**src/ldc_pkg.sv**
```systemverilog
package ldc_pkg;

   // Register offsets on the direct register port
   localparam logic [7:0] ADDR_DISP_ON = 8'h09;
   localparam logic [7:0] ADDR_ATTR = 8'h0a;
   localparam logic [7:0] ADDR_B1_LO = 8'h0b;
   localparam logic [7:0] ADDR_B1_HI = 8'h0c;
   localparam logic [7:0] ADDR_B1_LINES = 8'h0d;
   localparam logic [7:0] ADDR_B2_LO = 8'h0e;
   localparam logic [7:0] ADDR_B2_HI = 8'h0f;
   localparam logic [7:0] ADDR_SCROLL_LAST = 8'h14;

   // Offset from one block's low origin register to the next block's
   localparam logic [7:0] BLOCK_STRIDE = 8'h03;
   localparam int NUM_BLOCKS = 2;

   // Reset values
   localparam logic [7:0] RST_DISP_ON = 8'h00;
   localparam logic [7:0] RST_ATTR = 8'h00;
   localparam logic [7:0] RST_ORIGIN_BYTE = 8'h00;
   localparam logic [7:0] RST_LINES = 8'h00;
   localparam logic [7:0] RD_UNMAPPED = 8'h00;

   // Field positions
   localparam int DISP_ON_BIT = 0;
   localparam int ATTR_B3_LSB = 6;
   localparam int ATTR_B2_LSB = 4;
   localparam int ATTR_B1_LSB = 2;
   localparam int ATTR_CUR_LSB = 0;
   localparam int DEFER_BIT = 7;
   localparam int ORIGIN_W = 15;
   localparam int ORIGIN_HI_W = 7;

   // Appearance encodings shared by blocks and cursor
   typedef enum logic [1:0] {
      APP_BLANK = 2'b00,
      APP_STEADY = 2'b01,
      APP_SLOW = 2'b10,
      APP_FAST = 2'b11
   } ldc_app_e;

   // Indirect command codes (arbitrary defaults, overridable at the top)
   localparam logic [7:0] CMD_DISP_DEFAULT = 8'h01;
   localparam logic [7:0] CMD_SCROLL_DEFAULT = 8'h02;

   // Flash divisions in frames and the cursor on-share in percent
   localparam int FLASH_SLOW_DIV = 32;
   localparam int FLASH_FAST_DIV = 4;
   localparam int CUR_SLOWEST_DIV = 64;
   localparam int CUR_ON_PCT = 70;
   localparam int FRAME_CNT_W = 6;

   // Least wait, in ms, the host keeps between display off and on
   localparam int DISP_OFF_WAIT_MS = 50;

endpackage
```
**src/ldc_display_ctrl.sv**
```systemverilog
`timescale 1ns/1ps
// How it works
// [RULE_01] Panel image, cursor and layers appear only while the display on bit is 1.
// [RULE_02] Display on bit overrides every block and cursor appearance field.
// [RULE_03] Host waits at least 50 ms after display off before switching on.
// [RULE_04] Third block field bits 7-6: blank, steady, flash /32, flash /4.
// [RULE_05] Second block field bits 5-4, same code, also drives fourth in dual.
// [RULE_06] First block field bits 3-2 uses the same four-way code.
// [RULE_07] Cursor field bits 1-0: hidden, steady, flash /32, flash /64.
// [RULE_08] A flashing cursor is visible 70 % and hidden 30 % of each period; the code shows it 22 of 32 and 44 of 64 frames.
// [RULE_09] Memory write with cursor hidden re-enables it and advances its position.
// [RULE_10] Memory read advances the cursor position but leaves it hidden.
// [RULE_11] First block origin is 15 bits: low register plus high bits 6-0.
// [RULE_12] Host writes the low origin byte before the high one.
// [RULE_13] Origin changes only when the high byte is written.
// [RULE_14] High bit 7 defers a new origin until scroll update is 1.
// [RULE_15] First block line count register holds height in lines minus one.
// [RULE_16] Second block origin splits the same way with its own defer bit.
// [RULE_17] Display switch command parameter loads the appearance register.
// [RULE_18] Scroll command parameters load in order from first block low onward.
// [RULE_19] Flash timing comes from a free-running frame counter.
module ldc_display_ctrl
   import ldc_pkg::*;
#(
   parameter logic [7:0] CMD_DISPLAY_SWITCH = ldc_pkg::CMD_DISP_DEFAULT,
   parameter logic [7:0] CMD_SCROLL = ldc_pkg::CMD_SCROLL_DEFAULT
) (
   // Clock and reset
   input wire logic I_CORE_CLK,
   input wire logic I_SRST,
   // Direct register port
   input wire logic [7:0] I_REG_ADDR,
   input wire logic [7:0] I_REG_WDATA,
   input wire logic I_REG_WR,
   input wire logic I_REG_RD,
   output logic [7:0] O_REG_RDATA,
   // Indirect command and parameter port
   input wire logic I_CMD_WR,
   input wire logic [7:0] I_CMD_DATA,
   input wire logic I_PARAM_WR,
   input wire logic [7:0] I_PARAM_DATA,
   // Display memory access events and cursor position load
   input wire logic I_MEM_WR,
   input wire logic I_MEM_RD,
   input wire logic I_CURSOR_LOAD,
   input wire logic [ldc_pkg::ORIGIN_W-1:0] I_CURSOR_ADDR,
   // Timing and mode inputs from the display engine
   input wire logic I_FRAME_TICK,
   input wire logic I_SCROLL_UPDATE,
   input wire logic I_DUAL_PANEL,
   // Display engine controls
   output logic O_DISP_ON,
   output logic O_BLK1_SHOW,
   output logic O_BLK2_SHOW,
   output logic O_BLK3_SHOW,
   output logic O_BLK4_SHOW,
   output logic O_CURSOR_SHOW,
   output logic O_CURSOR_ENABLED,
   output logic [ldc_pkg::ORIGIN_W-1:0] O_CURSOR_ADDR,
   output logic [ldc_pkg::ORIGIN_W-1:0] O_BLK1_ORIGIN,
   output logic [ldc_pkg::ORIGIN_W-1:0] O_BLK2_ORIGIN,
   output logic [7:0] O_BLK1_LINES
);

   import ldc_pkg::*;

   // Parameter sequencer states
   typedef enum logic [2:0] {
      ST_IDLE = 3'b001,
      ST_DISP_PARAM = 3'b010,
      ST_SCROLL_PARAM = 3'b100
   } ldc_state_e;

   localparam logic [7:0] SCROLL_SPAN = ADDR_SCROLL_LAST - ADDR_B1_LO;
   localparam logic [7:0] PTR_ONE = 8'h01;
   localparam logic [ORIGIN_W-1:0] CUR_STEP = ORIGIN_W'(1);

   ldc_state_e st;
   ldc_state_e next_st;
   logic [7:0] scroll_ptr;
   logic [7:0] next_scroll_ptr;
   logic disp_on;
   logic [7:0] attr;
   logic [7:0] next_attr;
   logic [7:0] lines;
   logic [ORIGIN_W-1:0] cursor_addr;
   logic slow_on;
   logic fast_on;
   logic cur_slow_on;
   logic cur_slowest_on;
   logic [7:0] rd_value;

   // Per-block origin state gathered for read-back and outputs
   wire [7:0] blk_lo [NUM_BLOCKS];
   wire [7:0] blk_hi [NUM_BLOCKS];
   wire [ORIGIN_W-1:0] blk_origin [NUM_BLOCKS];

   // Parameter bytes become register writes; a direct write in the same cycle takes the slot
   wire param_hit = I_PARAM_WR && (st != ST_IDLE);
   wire [7:0] param_addr = (st == ST_DISP_PARAM) ? ADDR_ATTR : 8'(ADDR_B1_LO + scroll_ptr); // RULE_17 RULE_18
   wire eff_wr = I_REG_WR || param_hit;
   wire [7:0] eff_addr = I_REG_WR ? I_REG_ADDR : param_addr;
   wire [7:0] eff_data = I_REG_WR ? I_REG_WDATA : I_PARAM_DATA;

   // Write decode
   wire wr_disp_on = eff_wr && (eff_addr == ADDR_DISP_ON);
   wire wr_attr = eff_wr && (eff_addr == ADDR_ATTR);
   wire wr_lines = eff_wr && (eff_addr == ADDR_B1_LINES);

   // Appearance fields
   wire [1:0] app_b3 = attr[ATTR_B3_LSB +: 2];
   wire [1:0] app_b2 = attr[ATTR_B2_LSB +: 2];
   wire [1:0] app_b1 = attr[ATTR_B1_LSB +: 2];
   wire [1:0] app_cur = attr[ATTR_CUR_LSB +: 2];
   wire cursor_hidden = (app_cur == APP_BLANK);

   // Block visibility for one appearance field
   function automatic logic block_vis(input logic [1:0] app, input logic slow, input logic fast);
      logic vis;
      vis = 1'b0;
      case (app)
         APP_BLANK: vis = 1'b0;
         APP_STEADY: vis = 1'b1;
         APP_SLOW: vis = slow;
         default: vis = fast;
      endcase
      return vis;
   endfunction

   // Cursor differs from blocks in its slowest rate and in its 70 % on-share at the slow rate
   function automatic logic cursor_vis(input logic [1:0] app, input logic slow, input logic slowest);
      logic vis;
      vis = 1'b0;
      case (app)
         APP_BLANK: vis = 1'b0;
         APP_STEADY: vis = 1'b1;
         APP_SLOW: vis = slow;
         default: vis = slowest;
      endcase
      return vis;
   endfunction

   // Flash phase generator
   ldc_flash #(
      .CNT_W(FRAME_CNT_W)
   ) u_flash (
      .i_clk(I_CORE_CLK),
      .i_srst(I_SRST),
      .i_frame_tick(I_FRAME_TICK),
      .o_slow_on(slow_on),
      .o_fast_on(fast_on),
      .o_cur_slow_on(cur_slow_on),
      .o_cur_slowest_on(cur_slowest_on)
   );

   // Command sequencer: a new display switch or scroll command always restarts parameter loading
   always_comb begin
      next_st = st;
      next_scroll_ptr = scroll_ptr;
      case (st)
         ST_IDLE: begin
            next_st = ST_IDLE;
         end
         ST_DISP_PARAM: begin
            if (param_hit) begin
               next_st = ST_IDLE; // RULE_17
            end
         end
         ST_SCROLL_PARAM: begin
            if (param_hit) begin
               if (scroll_ptr == SCROLL_SPAN) begin
                  next_st = ST_IDLE; // RULE_18
               end else begin
                  next_scroll_ptr = scroll_ptr + PTR_ONE; // RULE_18
               end
            end
         end
         default: begin
            next_st = ST_IDLE;
         end
      endcase
      if (I_CMD_WR) begin
         next_scroll_ptr = '0;
         if (I_CMD_DATA == CMD_DISPLAY_SWITCH) begin
            next_st = ST_DISP_PARAM;
         end else if (I_CMD_DATA == CMD_SCROLL) begin
            next_st = ST_SCROLL_PARAM;
         end else begin
            next_st = ST_IDLE;
         end
      end
   end

   always_ff @(posedge I_CORE_CLK) begin
      if (I_SRST) begin
         st <= ST_IDLE;
         scroll_ptr <= '0;
      end else begin
         st <= next_st;
         scroll_ptr <= next_scroll_ptr;
      end
   end

   // Appearance register; a memory write re-enabling the cursor beats a clearing host write
   always_comb begin
      next_attr = wr_attr ? eff_data : attr;
      if (I_MEM_WR && cursor_hidden) begin
         next_attr[ATTR_CUR_LSB +: 2] = APP_STEADY; // RULE_09
      end
   end

   // Display on, appearance and line count registers
   always_ff @(posedge I_CORE_CLK) begin
      if (I_SRST) begin
         disp_on <= RST_DISP_ON[DISP_ON_BIT];
         attr <= RST_ATTR;
         lines <= RST_LINES;
      end else begin
         if (wr_disp_on) begin
            disp_on <= eff_data[DISP_ON_BIT];
         end
         attr <= next_attr;
         if (wr_lines) begin
            lines <= eff_data; // RULE_15
         end
      end
   end

   // Cursor position: reads and writes both step it, a load takes priority
   always_ff @(posedge I_CORE_CLK) begin
      if (I_SRST) begin
         cursor_addr <= '0;
      end else if (I_CURSOR_LOAD) begin
         cursor_addr <= I_CURSOR_ADDR;
      end else if (I_MEM_WR || I_MEM_RD) begin
         cursor_addr <= cursor_addr + CUR_STEP; // RULE_09 RULE_10
      end
   end

   // Origin staging per block; a deferred value waits for the scroll update level
   genvar gi;
   generate
      for (gi = 0; gi < NUM_BLOCKS; gi++) begin : g_blk
         localparam logic [7:0] LO_A = 8'(ADDR_B1_LO + BLOCK_STRIDE * gi);
         localparam logic [7:0] HI_A = 8'(ADDR_B1_HI + BLOCK_STRIDE * gi);
         logic [7:0] lo;
         logic [7:0] hi;
         logic [ORIGIN_W-1:0] staged;
         logic [ORIGIN_W-1:0] origin;
         logic pend;
         wire wr_lo = eff_wr && (eff_addr == LO_A);
         wire wr_hi = eff_wr && (eff_addr == HI_A);
         wire [ORIGIN_W-1:0] joined = {eff_data[ORIGIN_HI_W-1:0], lo}; // RULE_11 RULE_16

         always_ff @(posedge I_CORE_CLK) begin
            if (I_SRST) begin
               lo <= RST_ORIGIN_BYTE;
               hi <= RST_ORIGIN_BYTE;
               staged <= '0;
               origin <= '0;
               pend <= 1'b0;
            end else begin
               if (wr_lo) begin
                  lo <= eff_data; // RULE_13
               end
               if (wr_hi) begin
                  hi <= eff_data;
                  staged <= joined;
               end
               if (wr_hi && !eff_data[DEFER_BIT]) begin
                  origin <= joined; // RULE_13 RULE_14
                  pend <= 1'b0;
               end else if (wr_hi) begin
                  pend <= 1'b1; // RULE_14
               end else if (pend && I_SCROLL_UPDATE) begin
                  origin <= staged; // RULE_14 RULE_16
                  pend <= 1'b0;
               end
            end
         end

         assign blk_lo[gi] = lo;
         assign blk_hi[gi] = hi;
         assign blk_origin[gi] = origin;
      end
   endgenerate

   // Read-back mux; reserved bits and unmapped offsets read as zero
   always_comb begin
      if (I_REG_ADDR == ADDR_DISP_ON) begin
         rd_value = {7'h00, disp_on};
      end else if (I_REG_ADDR == ADDR_ATTR) begin
         rd_value = attr;
      end else if (I_REG_ADDR == ADDR_B1_LO) begin
         rd_value = blk_lo[0];
      end else if (I_REG_ADDR == ADDR_B1_HI) begin
         rd_value = blk_hi[0];
      end else if (I_REG_ADDR == ADDR_B1_LINES) begin
         rd_value = lines;
      end else if (I_REG_ADDR == ADDR_B2_LO) begin
         rd_value = blk_lo[1];
      end else if (I_REG_ADDR == ADDR_B2_HI) begin
         rd_value = blk_hi[1];
      end else begin
         rd_value = RD_UNMAPPED;
      end
   end

   // Read data is captured on the strobe and held until the next read
   always_ff @(posedge I_CORE_CLK) begin
      if (I_SRST) begin
         O_REG_RDATA <= RD_UNMAPPED;
      end else if (I_REG_RD) begin
         O_REG_RDATA <= rd_value;
      end
   end

   // Visibility outputs; display on gates everything so no layer leaks while off
   always_ff @(posedge I_CORE_CLK) begin
      if (I_SRST) begin
         O_DISP_ON <= 1'b0;
         O_BLK1_SHOW <= 1'b0;
         O_BLK2_SHOW <= 1'b0;
         O_BLK3_SHOW <= 1'b0;
         O_BLK4_SHOW <= 1'b0;
         O_CURSOR_SHOW <= 1'b0;
      end else begin
         O_DISP_ON <= disp_on; // RULE_01
         O_BLK1_SHOW <= disp_on && block_vis(app_b1, slow_on, fast_on); // RULE_02 RULE_06
         O_BLK2_SHOW <= disp_on && block_vis(app_b2, slow_on, fast_on); // RULE_02 RULE_05
         O_BLK3_SHOW <= disp_on && block_vis(app_b3, slow_on, fast_on); // RULE_02 RULE_04
         O_BLK4_SHOW <= disp_on && I_DUAL_PANEL && block_vis(app_b2, slow_on, fast_on); // RULE_05
         O_CURSOR_SHOW <= disp_on && cursor_vis(app_cur, cur_slow_on, cur_slowest_on); // RULE_01 RULE_07
      end
   end

   // Registered copies of state for the display engine
   always_ff @(posedge I_CORE_CLK) begin
      if (I_SRST) begin
         O_CURSOR_ENABLED <= 1'b0;
         O_CURSOR_ADDR <= '0;
         O_BLK1_ORIGIN <= '0;
         O_BLK2_ORIGIN <= '0;
         O_BLK1_LINES <= RST_LINES;
      end else begin
         O_CURSOR_ENABLED <= !cursor_hidden;
         O_CURSOR_ADDR <= cursor_addr;
         O_BLK1_ORIGIN <= blk_origin[0];
         O_BLK2_ORIGIN <= blk_origin[1];
         O_BLK1_LINES <= lines;
      end
   end

endmodule

```
**src/ldc_flash.sv**
```systemverilog
`timescale 1ns/1ps
module ldc_flash
   import ldc_pkg::*;
#(
   parameter int CNT_W = FRAME_CNT_W
) (
   // Clock and reset
   input wire logic i_clk,
   input wire logic i_srst,
   // Frame boundary pulse
   input wire logic i_frame_tick,
   // Visibility phases
   output logic o_slow_on,
   output logic o_fast_on,
   output logic o_cur_slow_on,
   output logic o_cur_slowest_on
);

   // Frames of each 70 % on-share, rounded down
   localparam logic [CNT_W-1:0] CUR_ON_SLOW = CNT_W'((FLASH_SLOW_DIV * CUR_ON_PCT) / 100);
   localparam logic [CNT_W-1:0] CUR_ON_SLOWEST = CNT_W'((CUR_SLOWEST_DIV * CUR_ON_PCT) / 100);
   localparam logic [CNT_W-1:0] SLOW_MASK = CNT_W'(FLASH_SLOW_DIV - 1);
   localparam logic [CNT_W-1:0] ONE = CNT_W'(1);

   logic [CNT_W-1:0] frame_cnt;
   logic [CNT_W-1:0] slow_phase;

   assign slow_phase = frame_cnt & SLOW_MASK;

   // Free-running frame count; phases only move on frame boundaries
   always_ff @(posedge i_clk) begin
      if (i_srst) begin
         frame_cnt <= '0;
      end else if (i_frame_tick) begin
         frame_cnt <= frame_cnt + ONE; // RULE_19
      end
   end

   // Half-period on for block flashing, 70 % on for cursor flashing
   always_ff @(posedge i_clk) begin
      if (i_srst) begin
         o_slow_on <= 1'b1;
         o_fast_on <= 1'b1;
         o_cur_slow_on <= 1'b1;
         o_cur_slowest_on <= 1'b1;
      end else begin
         o_slow_on <= slow_phase < CNT_W'(FLASH_SLOW_DIV / 2); // RULE_19
         o_fast_on <= (frame_cnt & CNT_W'(FLASH_FAST_DIV - 1)) < CNT_W'(FLASH_FAST_DIV / 2);
         o_cur_slow_on <= slow_phase < CUR_ON_SLOW; // RULE_08
         o_cur_slowest_on <= frame_cnt < CUR_ON_SLOWEST; // RULE_08
      end
   end

endmodule

```
**config.mk**
```make
export PLATFORM = sky130hd
export DESIGN_NAME = ldc_display_ctrl
export DESIGN_NICKNAME = d
export VERILOG_FILES = /design/src/ldc_pkg.sv /design/src/ldc_display_ctrl.sv /design/src/ldc_flash.sv
export SDC_FILE = /design/constraint.sdc
export NUM_CORES = 1
export LEC_CHECK = 0
export BUFFER_PORTS_ARGS = -buffer_cell sky130_fd_sc_hd__clkbuf_2
export CAP_MARGIN = 20
export CORE_AREA = 3 3 130 132
export DETAILED_ROUTE_END_ITERATION = 6
export DIE_AREA = 0 0 133 135
export PLACE_DENSITY = 0.75
export SYNTH_ARGS = -nofsm -noshare
export SYNTH_HDL_FRONTEND = slang
export SYNTH_SLANG_ARGS = --single-unit
```
**constraint.sdc**
```tcl
create_clock -name I_CORE_CLK -period 3.3 [get_ports I_CORE_CLK]
set_clock_uncertainty 0.15 [all_clocks]
set_input_delay 0 -clock I_CORE_CLK [delete_from_list [all_inputs] [get_ports I_CORE_CLK]]
set_output_delay 0 -clock I_CORE_CLK [all_outputs]
set_load 0.01 [all_outputs]
```
# ---- After elaboration in Yosys (flattened, before gate mapping)
# Index checks and enable logic that the tools add are counted.
dict set report classes {
  addsub 4
  magnitude_cmp 4
  n_reduce_logical 41
  bitwise 1
  eq_ne 33
  muxes 39
}
# operator n
set ops {}
lappend ops {{8-bit by 4-bit == test with 1-bit output, second input constant} 15}
lappend ops {{15-bit 2-to-1 mux} 8}
lappend ops {{8-bit 2-to-1 mux} 10}
lappend ops {{1-bit logical AND} 19}
lappend ops {{3-bit 2-to-1 mux} 6}
lappend ops {{15-bit by 1-bit adder with 15-bit output, second input constant} 1}
lappend ops {{1-bit case mux with 3 select lines} 4}
lappend ops {{2-bit nonzero test} 6}
lappend ops {{5-bit < comparator, second input constant} 2}
lappend ops {{1-bit 2-to-1 mux} 10}
lappend ops {{3-bit inequality test, second input constant} 3}
lappend ops {{4-bit by 8-bit adder with 8-bit output, first input constant} 1}
lappend ops {{8-bit by 1-bit adder with 8-bit output, second input constant} 1}
lappend ops {{2-bit by 1-bit == test with 1-bit output, second input constant} 4}
lappend ops {{2-bit == test, second input constant} 4}
lappend ops {{8-bit by 1-bit == test with 1-bit output, second input constant} 1}
lappend ops {{8-bit by 2-bit == test with 1-bit output, second input constant} 1}
lappend ops {{2-bit logical NOT} 4}
lappend ops {{2-bit OR reduction} 4}
lappend ops {{6-bit by 1-bit adder with 6-bit output, second input constant} 1}
lappend ops {{6-bit < comparator, second input constant} 1}
lappend ops {{3-bit case mux with 2 select lines} 1}
lappend ops {{3-bit AND reduction} 2}
lappend ops {{2-bit by 1-bit inequality test with 1-bit output, second input constant} 2}
lappend ops {{other kinds (8)} 11}
dict set report word_totals {
  register_bits 215
  output_inout_bits 68
  in_bits 59
  wordCells 157
}

# ---- Longest topological paths before layout
# Gate-level depths: netlist of run 1.
dict set report depth {
  ltp_word 8
  ltp_mapped 13
  depth_no_buf 9
}

# ---- Cells and area by module
# A second synthesis of run 1 with hierarchy kept.
dict set report unflattened {
  hier_cells 879
  hier_area_um2 8265.4
}
# mod area_each_um2 seq_area_each_um2 n_inst cells_each
set by_module_without_submodules {}
lappend by_module_without_submodules {ldc_display_ctrl 7887.6 3823.7 1 841}
lappend by_module_without_submodules {ldc_flash 377.9 200.2 1 38}

# ---- Worst setup path before layout of run 1
# OpenSTA, ideal clock, no wires.
dict set report synth_path {
  path_kind {register -> register}
  from {register scroll_ptr[0]}
  to {register g_blk[1].origin[10]}
  path_slack_ns 0.188
  stages_incl_launch_ff 13
  setup_ns 0.137
  path_buffers 3
  t_arrival_ns 2.825
  period_less_slack_ns 3.112
  required_ns 3.013
  cell_sequence {dfxtp_1 > clkbuf_1 > inv_1 > ha_1 > and2b_1 > and4_1 > o21ai_0 > a221o_1 > buf_6 > o311ai_4 > buf_6 > mux2i_1 > a211oi_1}
}
dict set report synth_via {
  elab_chain_cells 8
  elab_cells_between_ends 10
}
# element line
set synth_lines {}
lappend synth_lines {{start: declaration} ldc_display_ctrl.sv:80} ;# logic [7:0] scroll_ptr;
lappend synth_lines {{start signal: assignment} ldc_display_ctrl.sv:200} ;# scroll_ptr <= next_scroll_ptr;
lappend synth_lines {{4-bit by 8-bit adder with 8-bit output *} ldc_display_ctrl.sv:100} ;# wire [7:0] param_addr = (st == ST_DISP_PARAM) ? ADDR_ATTR : 8'(ADDR_B1_LO + scroll_ptr);
lappend synth_lines {{8-bit 2-to-1 mux *} ldc_display_ctrl.sv:100}
lappend synth_lines {{8-bit 2-to-1 mux *} ldc_display_ctrl.sv:102} ;# wire [7:0] eff_addr = I_REG_WR ? I_REG_ADDR : param_addr;
lappend synth_lines {{8-bit by 4-bit == test with 1-bit output *} ldc_display_ctrl.sv:252} ;# wire wr_hi = eff_wr && (eff_addr == HI_A);
lappend synth_lines {{1-bit logical AND *} ldc_display_ctrl.sv:252}
lappend synth_lines {{1-bit logical AND} ldc_display_ctrl.sv:270} ;# if (wr_hi && !eff_data[DEFER_BIT]) begin
lappend synth_lines {{2-bit by 1-bit inequality test with 1-bit output (no line) / 2-bit nonzero test (equally long branches)} n/a}
lappend synth_lines {{2-bit AND reduction (no line)} n/a}
lappend synth_lines {{end signal: assignment} ldc_display_ctrl.sv:271} ;# origin <= joined;
lappend synth_lines {{end signal: assignment} ldc_display_ctrl.sv:276} ;# origin <= staged;
lappend synth_lines {{end: declaration} ldc_display_ctrl.sv:249} ;# logic [ORIGIN_W-1:0] origin;
# Mark *: on every way between the ends. The rest lies on a longest branch, timed or not.
# A chain may end at the register's enable or synchronous reset.

# ---- Final worst setup path of run 1
dict set report layout_path {
  from {register scroll_ptr[1]}
  to {register g_blk[1].pend}
}
dict set report layout_via {
  elab_chain_cells 7
  elab_cells_between_ends 9
}
# element line
set layout_lines {}
lappend layout_lines {{4-bit by 8-bit adder with 8-bit output *} ldc_display_ctrl.sv:100}
lappend layout_lines {{8-bit 2-to-1 mux *} ldc_display_ctrl.sv:100}
lappend layout_lines {{8-bit 2-to-1 mux *} ldc_display_ctrl.sv:102}
lappend layout_lines {{8-bit by 4-bit == test with 1-bit output *} ldc_display_ctrl.sv:252}
lappend layout_lines {{1-bit logical AND *} ldc_display_ctrl.sv:252}
lappend layout_lines {{1-bit logical AND} ldc_display_ctrl.sv:270}
lappend layout_lines {{2-bit OR reduction (no line)} n/a}
lappend layout_lines {{end signal: assignment} ldc_display_ctrl.sv:272} ;# pend <= 1'b0;
lappend layout_lines {{end signal: assignment} ldc_display_ctrl.sv:274} ;# pend <= 1'b1;
lappend layout_lines {{end signal: assignment} ldc_display_ctrl.sv:277} ;# pend <= 1'b0;
lappend layout_lines {{end: declaration} ldc_display_ctrl.sv:250} ;# logic pend;
# Marks and branches as above.

==> results of run 1 <==
## through the flow
step | utilization, % | power (uW) | hold WS [ns] | setup WS [ns]
floorplan | - | 2760 | -0.0283 | 0.188
global placement | 56.0 | 2880 | 0.0503 | 0.344
detailed placement | 56.0 | 2880 | 0.0566 | 0.248
CTS | 64.2 | 5330 | 0.00322 | 0.144
global route | 64.2 | 5480 | 0.0461 | 0.0489
finish | 64.2 | 5310 | 0.0134 | 0.204
## per-layer routing
layer | vias up | share of wire, % | GRT usage, %
met4 | 0 | 3.0 | 6.24
met1 | 3116 | 43 | 29.5
met2 | 220 | 47 | 36.7
li1 | 3298 | - | -
met3 | 53 | 6.1 | 3.50
met5 | - | 0 | 0
## worst paths after layout
path,from,end,slack [ns],depth (start not counted)
worst max-delay path,scroll_ptr[1]$_SDFFE_PP0P_,g_blk[1].pend$_SDFFE_PP0P_,0.20,11
worst min-delay path,I_REG_ADDR[6],O_REG_RDATA[6]$_SDFFE_PP0P_,0.01,6
worst max register to register,scroll_ptr[1]$_SDFFE_PP0P_,g_blk[1].pend$_SDFFE_PP0P_,0.20,11
worst min register to register,g_blk[1].origin[13]$_SDFFE_PP0P_,O_BLK2_ORIGIN[13]$_SDFF_PP0_,0.32,2
## registers in the layout, summed over array words and instances (netlist names), 6 cells and up
signal	flops
O_BLK2_ORIGIN	15
g_blk.hi	16
O_BLK1_ORIGIN	15
attr	8
O_BLK1_LINES	8
g_blk.lo	16
u_flash.frame_cnt	6
cursor_addr	15
lines	8
g_blk.origin	30
O_REG_RDATA	8
g_blk.staged	16
O_CURSOR_ADDR	15
scroll_ptr	8
## placed cells by master (no fill, tap or decap), types with 6 or more instances in the layout
cell and n:
o22ai_1 6, mux4_2 7, nand2_1 41, dlygate4sd3_1 58
nand3_1 9, xor2_1 24, a311oi_1 7, nor3_1 16
mux2_2 7, a21oi_1 35, buf_4 21, dfxtp_1 200
a22oi_1 9, nor2_1 158, mux2i_1 50, nand2b_1 9
a211oi_1 52, nor2b_1 49, inv_1 18, clkbuf_2 125
clkbuf_16 21, o21ai_0 11
## worst min-delay path, delay by kind of cell
family,cells,cell delay [ns]
compound gates,1,0.08
buf+inv,1,0.07
simple gates,4,0.44
## power groups by stage
stage / combinational [uW] / sequential [uW] / clock (uW)
2_1_floorplan: 192 / 2570 / 0
3_3_place_gp: 306 / 2570 / 0
3_5_place_dp: 313 / 2570 / 0
4_1_cts: 372 / 2520 / 2440
5_1_grt: 410 / 2520 / 2550
6_report: 379 / 2520 / 2410
## kinds of logic after synthesis
logic type,Yosys count
XOR/XNOR,29
AO/OA/AOI/OAI,151
AND/OR/NAND/NOR,328
buffers and inverters,69
adder cells (fa/ha/maj),5
flip-flops,201
multiplexers,64
## layout make-up
type | count | area, um2 | share of cell area (%)
clock buffers | 30 | 599 | 5.90
inverters | 18 | 67.6 | 0.665
repair buffers | 207 | 1400 | 13.8
clock inverters | 5 | 103 | 1.01
multi-input cells | 577 | 3700 | 36.4
well taps | 216 | 270 | 2.66
flip-flops and latches | 201 | 4030 | 39.6
## timing repair
action                     in CTS  in global routing
hold buffers                   58                  0
setup endpoints to repair       0                  1
resized for setup               0                  3
hold endpoints to repair      110                  0
==> impl_metrics.yaml, run 1 <==
pwr:
  vdd_drop_max_mv: 0.390
  p_int_uw: 4140
  p_switching_uw: 1170
  clock_power_share_pct: 45.4
  combPwrFrac_pct: 7.1
  p_per_area_nw_per_um2: 522
  sw_frac_of_total_pct: 22.0
  leakage_uw: 0.00410
  pwr-share-seq_pct: 47.5
clock_tree:
  clk_pin_slew_ns: 0.06
  root_buffer: "clkbuf_16"
  insertion_delay_ns: 0.49
  cts_setup_buffers: 0
  cts_buffers: 21
  cts_tree: "yes"
  htreeDepth: 1
  cts.sinks: 201
  cts.path.max_buffers: 3
setup_path:
  critPathKind: "flip-flop to flip-flop"
  crit_buf_inv: 3
  critPathArrivalTime_ns: 3.38
  critPathRequiredTime_ns: 3.58
  max_stage_delay_ns: 0.56
  cp-start-kind: "flip-flop"
  critical_path.max_fanout: 8
  crit_path_end_kind: "flip-flop"
  cp_slowest_cell: "dlygate4sd3_1"
  worstPathCellList: "inv_1 > ha_1 > and2b_1 > and4_1 > o21ai_0 > buf_4 > a21o_1 > nor2_2 > or3b_2 > a21oi_1 > dlygate4sd3_1"
  crit_family: "simple AND/OR/NAND/NOR gates"
floorplan:
  die_h_um: 135
  die_width_um: 133
  io_pins: 127
  die-area_um2: 18000
  num_rows: 46
  coreArea_um2: 15800
  initial_core_util_pct: 50.6
yosys:
  yosysTopAreaCell: "dfxtp_1"
  synth_area_leaders: "dfxtp_1 50%, nor2_1 7.5%, mux2i_1 6.3%, a211oi_1 4.9%, nor2b_1 3.8%"
  synth_cell_types: 65
  synthXorXnorAreaFrac_pct: 3.17
  yosys_most_used_dff: "dfxtp_1"
  synth_edf_count: 0
  ys_seq_elements: 201
  syn_area_um2: 8010
  synth-async-reset-ratio_pct: 0
  syn_nets: 911
  yosysMostFrequentCell: "dfxtp_1"
  synthMuxAreaShare_pct: 9.21
  synth_warnings: 0
  yosysTopAreaCellShare_pct: 50.3
  synth_compound_area_share_pct: 13.3
  synthTopCellsByCount: "201 x dfxtp_1, 159 x nor2_1, 52 x a211oi_1"
  synth_top_family_by_area: "simple AND/OR/NAND/NOR gates"
  synthCells: 847
  syn_area_per_cell_um2: 9.45
  synth-adder-area-share_pct: 0.781
  yosysSeqAreaShare_pct: 50.3
  synthSimpleGateAreaFrac_pct: 19.6
timing:
  slew-limit-headroom_pct: 42.2
  final.period_utilization_pct: 93.8
  period_minus_slack_ns: 3.10
  rsz0062_at_grt: "false"
  timing.fmax_mhz: 323
  worst_slew_pin_slew_ns: 0.842
  setup_tns_ns: 0
  slew_viol_final: 0
  finalSetupViolCount: 0
  finalHoldViolCount: 0
final_layout:
  fin_area_um2: 10200
  final_cells: 1254
  diodes: 0
  area_growth_syn_to_layout_pct: 27.0
  nNetsFinal: 1090
  fill_cells: 1283
  drive_above_1_share_pct: 20.1
detailed_routing:
  drt_first_pass_iters: 5
  wl_per_cell_um: 16.2
  ant_nets: 0
  drc: 0
  routed_wl_um: 20300
  vias: 6687
  viasPerCell: 5.33
  drt_iter0_drc: 525
placed_design:
  placed_area_um2: 8870
  gp_congestion: 0.837
  place_hpwl_um: 13300
  portBuffers: 126
  post-place-cells: 1160
hold_path:
  hold_class: "input port to flip-flop"
global_routing:
  grt_pass1_wl_um: 32200
  track_usage_pct: 21.9
  overflow: 0
  grt_pass1_vias: 6216
  antenna_found_initial: 0
  grt_max_degree: 60
status:
  status: "finished clean"
run:
  maxCapViolCount: 0
Note: power is estimated with default switching activity, not from simulation.
==> inputs of run 2 (changes only) <==
--- a/config.mk
+++ b/config.mk
@@ -10,6 +10,7 @@
 export CORE_AREA = 3 3 130 132
 export DETAILED_ROUTE_END_ITERATION = 6
 export DIE_AREA = 0 0 133 135
+export MAX_ROUTING_LAYER = met4
 export PLACE_DENSITY = 0.75
 export SYNTH_ARGS = -nofsm -noshare
 export SYNTH_HDL_FRONTEND = slang
==> run 2 against run 1 <==
Effect of this change:
- power barely moved
- cell count unchanged
- combinational power barely moved
- flip-flop and latch count did not move
- setup slack better by 0.0051 ns
- sequential power hardly changed
- routed wire length rose by 0.58%
- design area unchanged
- die area unchanged
- clock-buffer cell count unchanged
- global-route usage increased by 0.62 points
- critical path depth unchanged
==> impl_metrics.yaml, run 2 (same netlist as run 1, synthesis figures left out) <==
final_layout:
  drive_above_1_share_pct: 20.1
  multi_input_area_um2: 3700
  finish.utilization_pct: 64.2
  fin_area_um2: 10200
  area_growth_syn_to_layout_pct: 27.0
  fill_cells: 1283
  diodes: 0
  final_cell_mix: "200 x dfxtp_1, 158 x nor2_1, 125 x clkbuf_2, 58 x dlygate4sd3_1, 52 x a211oi_1"
  nNetsFinal: 1090
  layout_commonest_cell: "dfxtp_1"
  top_register: "g_blk.origin"
  ff_latch_area_um2: 4030
  largest_reg_flops: 30
timing:
  worst_slew_pin_slew_ns: 0.883
  rsz0062_at_grt: "false"
  final.period_utilization_pct: 93.7
  holdWs_ns: 0.0162
  slew_viol_final: 0
  period_minus_slack_ns: 3.09
  timing.fmax_mhz: 324
  setup_tns_ns: 0
  fin_ws_ns: 0.209
  finalSetupViolCount: 0
  slew-limit-headroom_pct: 39.5
  finalHoldViolCount: 0
clock_tree:
  insertion_delay_ns: 0.49
  cts.sinks: 201
  cts_buffers: 21
  htreeDepth: 1
  cts_tree: "yes"
  root_buffer: "clkbuf_16"
  cts.path.max_buffers: 3
  clk_pin_slew_ns: 0.06
setup_path:
  critPathRequiredTime_ns: 3.58
  critical_path.max_fanout: 8
  critPathKind: "flip-flop to flip-flop"
  cp-start-kind: "flip-flop"
  crit_path_end_kind: "flip-flop"
  critPathArrivalTime_ns: 3.37
detailed_routing:
  drt_first_pass_iters: 5
  drc: 0
  drt_iter0_drc: 528
  ant_nets: 0
  wl_per_cell_um: 16.3
  routed_wl_um: 20400
  vias: 6700
  viasPerCell: 5.34
global_routing:
  track_usage_pct: 22.5
  antenna_found_initial: 0
  grt_pass1_vias: 6231
  grt_pass1_wl_um: 32100
  grt_max_degree: 60
  overflow: 0
floorplan:
  num_rows: 46
  die_h_um: 135
  io_pins: 127
  die_width_um: 133
  initial_core_util_pct: 50.6
  coreArea_um2: 15800
  die-area_um2: 18000
placed_design:
  gp_congestion: 0.850
  placed_area_um2: 8870
  portBuffers: 126
  place_ws_ns: 0.248
  place_hpwl_um: 13300
hold_path:
  hold_class: "input port to flip-flop"
status:
  status: "finished clean"
pwr:
  vdd_drop_max_mv: 0.392
  p_per_area_nw_per_um2: 522
  leakage_uw: 0.00410
run:
  maxCapViolCount: 0
-- run 2: cell counts in the layout (fill, tap and decap cells not counted) --
No cell type changed its count.
-- run 2: repair_timing --
action                                  CTS  global route
endpoints found under the setup margin    0             1
gates resized for setup                   0             3
buffers inserted                          0             0
hold endpoints to repair                110             0
hold buffers                             58             0
-- run 2: per-stage QoR --
stage          power [uW]  instances
2_1_floorplan        2760        847
3_3_place_gp         2880       1160
3_5_place_dp         2880       1160
4_1_cts              5330       1253
5_1_grt              5480       1254
6_report             5300       1254
-- run 2: area by class of cell --
cell class	count	share of cell area [%]
clock inverters	5	1.01
clock buffers	30	5.90
flip-flops and latches	201	39.6
well taps	216	2.66
inverters	18	0.665
multi-input cells	577	36.4
repair buffers	207	13.8
-- run 2: power breakdown --
group	internal [uW]	leakage (uW)	total, uW	switching, uW
Combinational	171	0.00213	379	208
Sequential	2480	0.00163	2520	42.1
Clock	1490	0.000340	2400	914
-- run 2: worst paths after layout --
path | endpoint | start | cells past startpoint | slack (ns)
min | O_REG_RDATA[6]$_SDFFE_PP0P_ | I_REG_ADDR[6] | 6 | 0.02
max | g_blk[1].pend$_SDFFE_PP0P_ | scroll_ptr[1]$_SDFFE_PP0P_ | 11 | 0.21
max reg2reg | g_blk[1].pend$_SDFFE_PP0P_ | scroll_ptr[1]$_SDFFE_PP0P_ | 11 | 0.21
min reg2reg | O_BLK2_ORIGIN[13]$_SDFF_PP0_ | g_blk[1].origin[13]$_SDFFE_PP0P_ | 2 | 0.31
-- run 2: layer usage --
metal	track usage, %	vias to the layer above	part of all wire [%]
li1	-	3297	-
met1	29.4	3139	44
met2	36.8	215	47
met4	6.24	0	2.7
met5	-	-	0
met3	3.43	49	5.9
-- run 2: critical path: stages (launching register included) --
cell and delay (ns):
dfxtp_2 0.35, inv_1 0.09, ha_1 0.17, and2b_1 0.20, and4_1 0.19, o21ai_0 0.22, buf_4 0.17, a21o_1 0.23
nor2_2 0.11, or3b_2 0.45, a21oi_1 0.15, dlygate4sd3_1 0.56
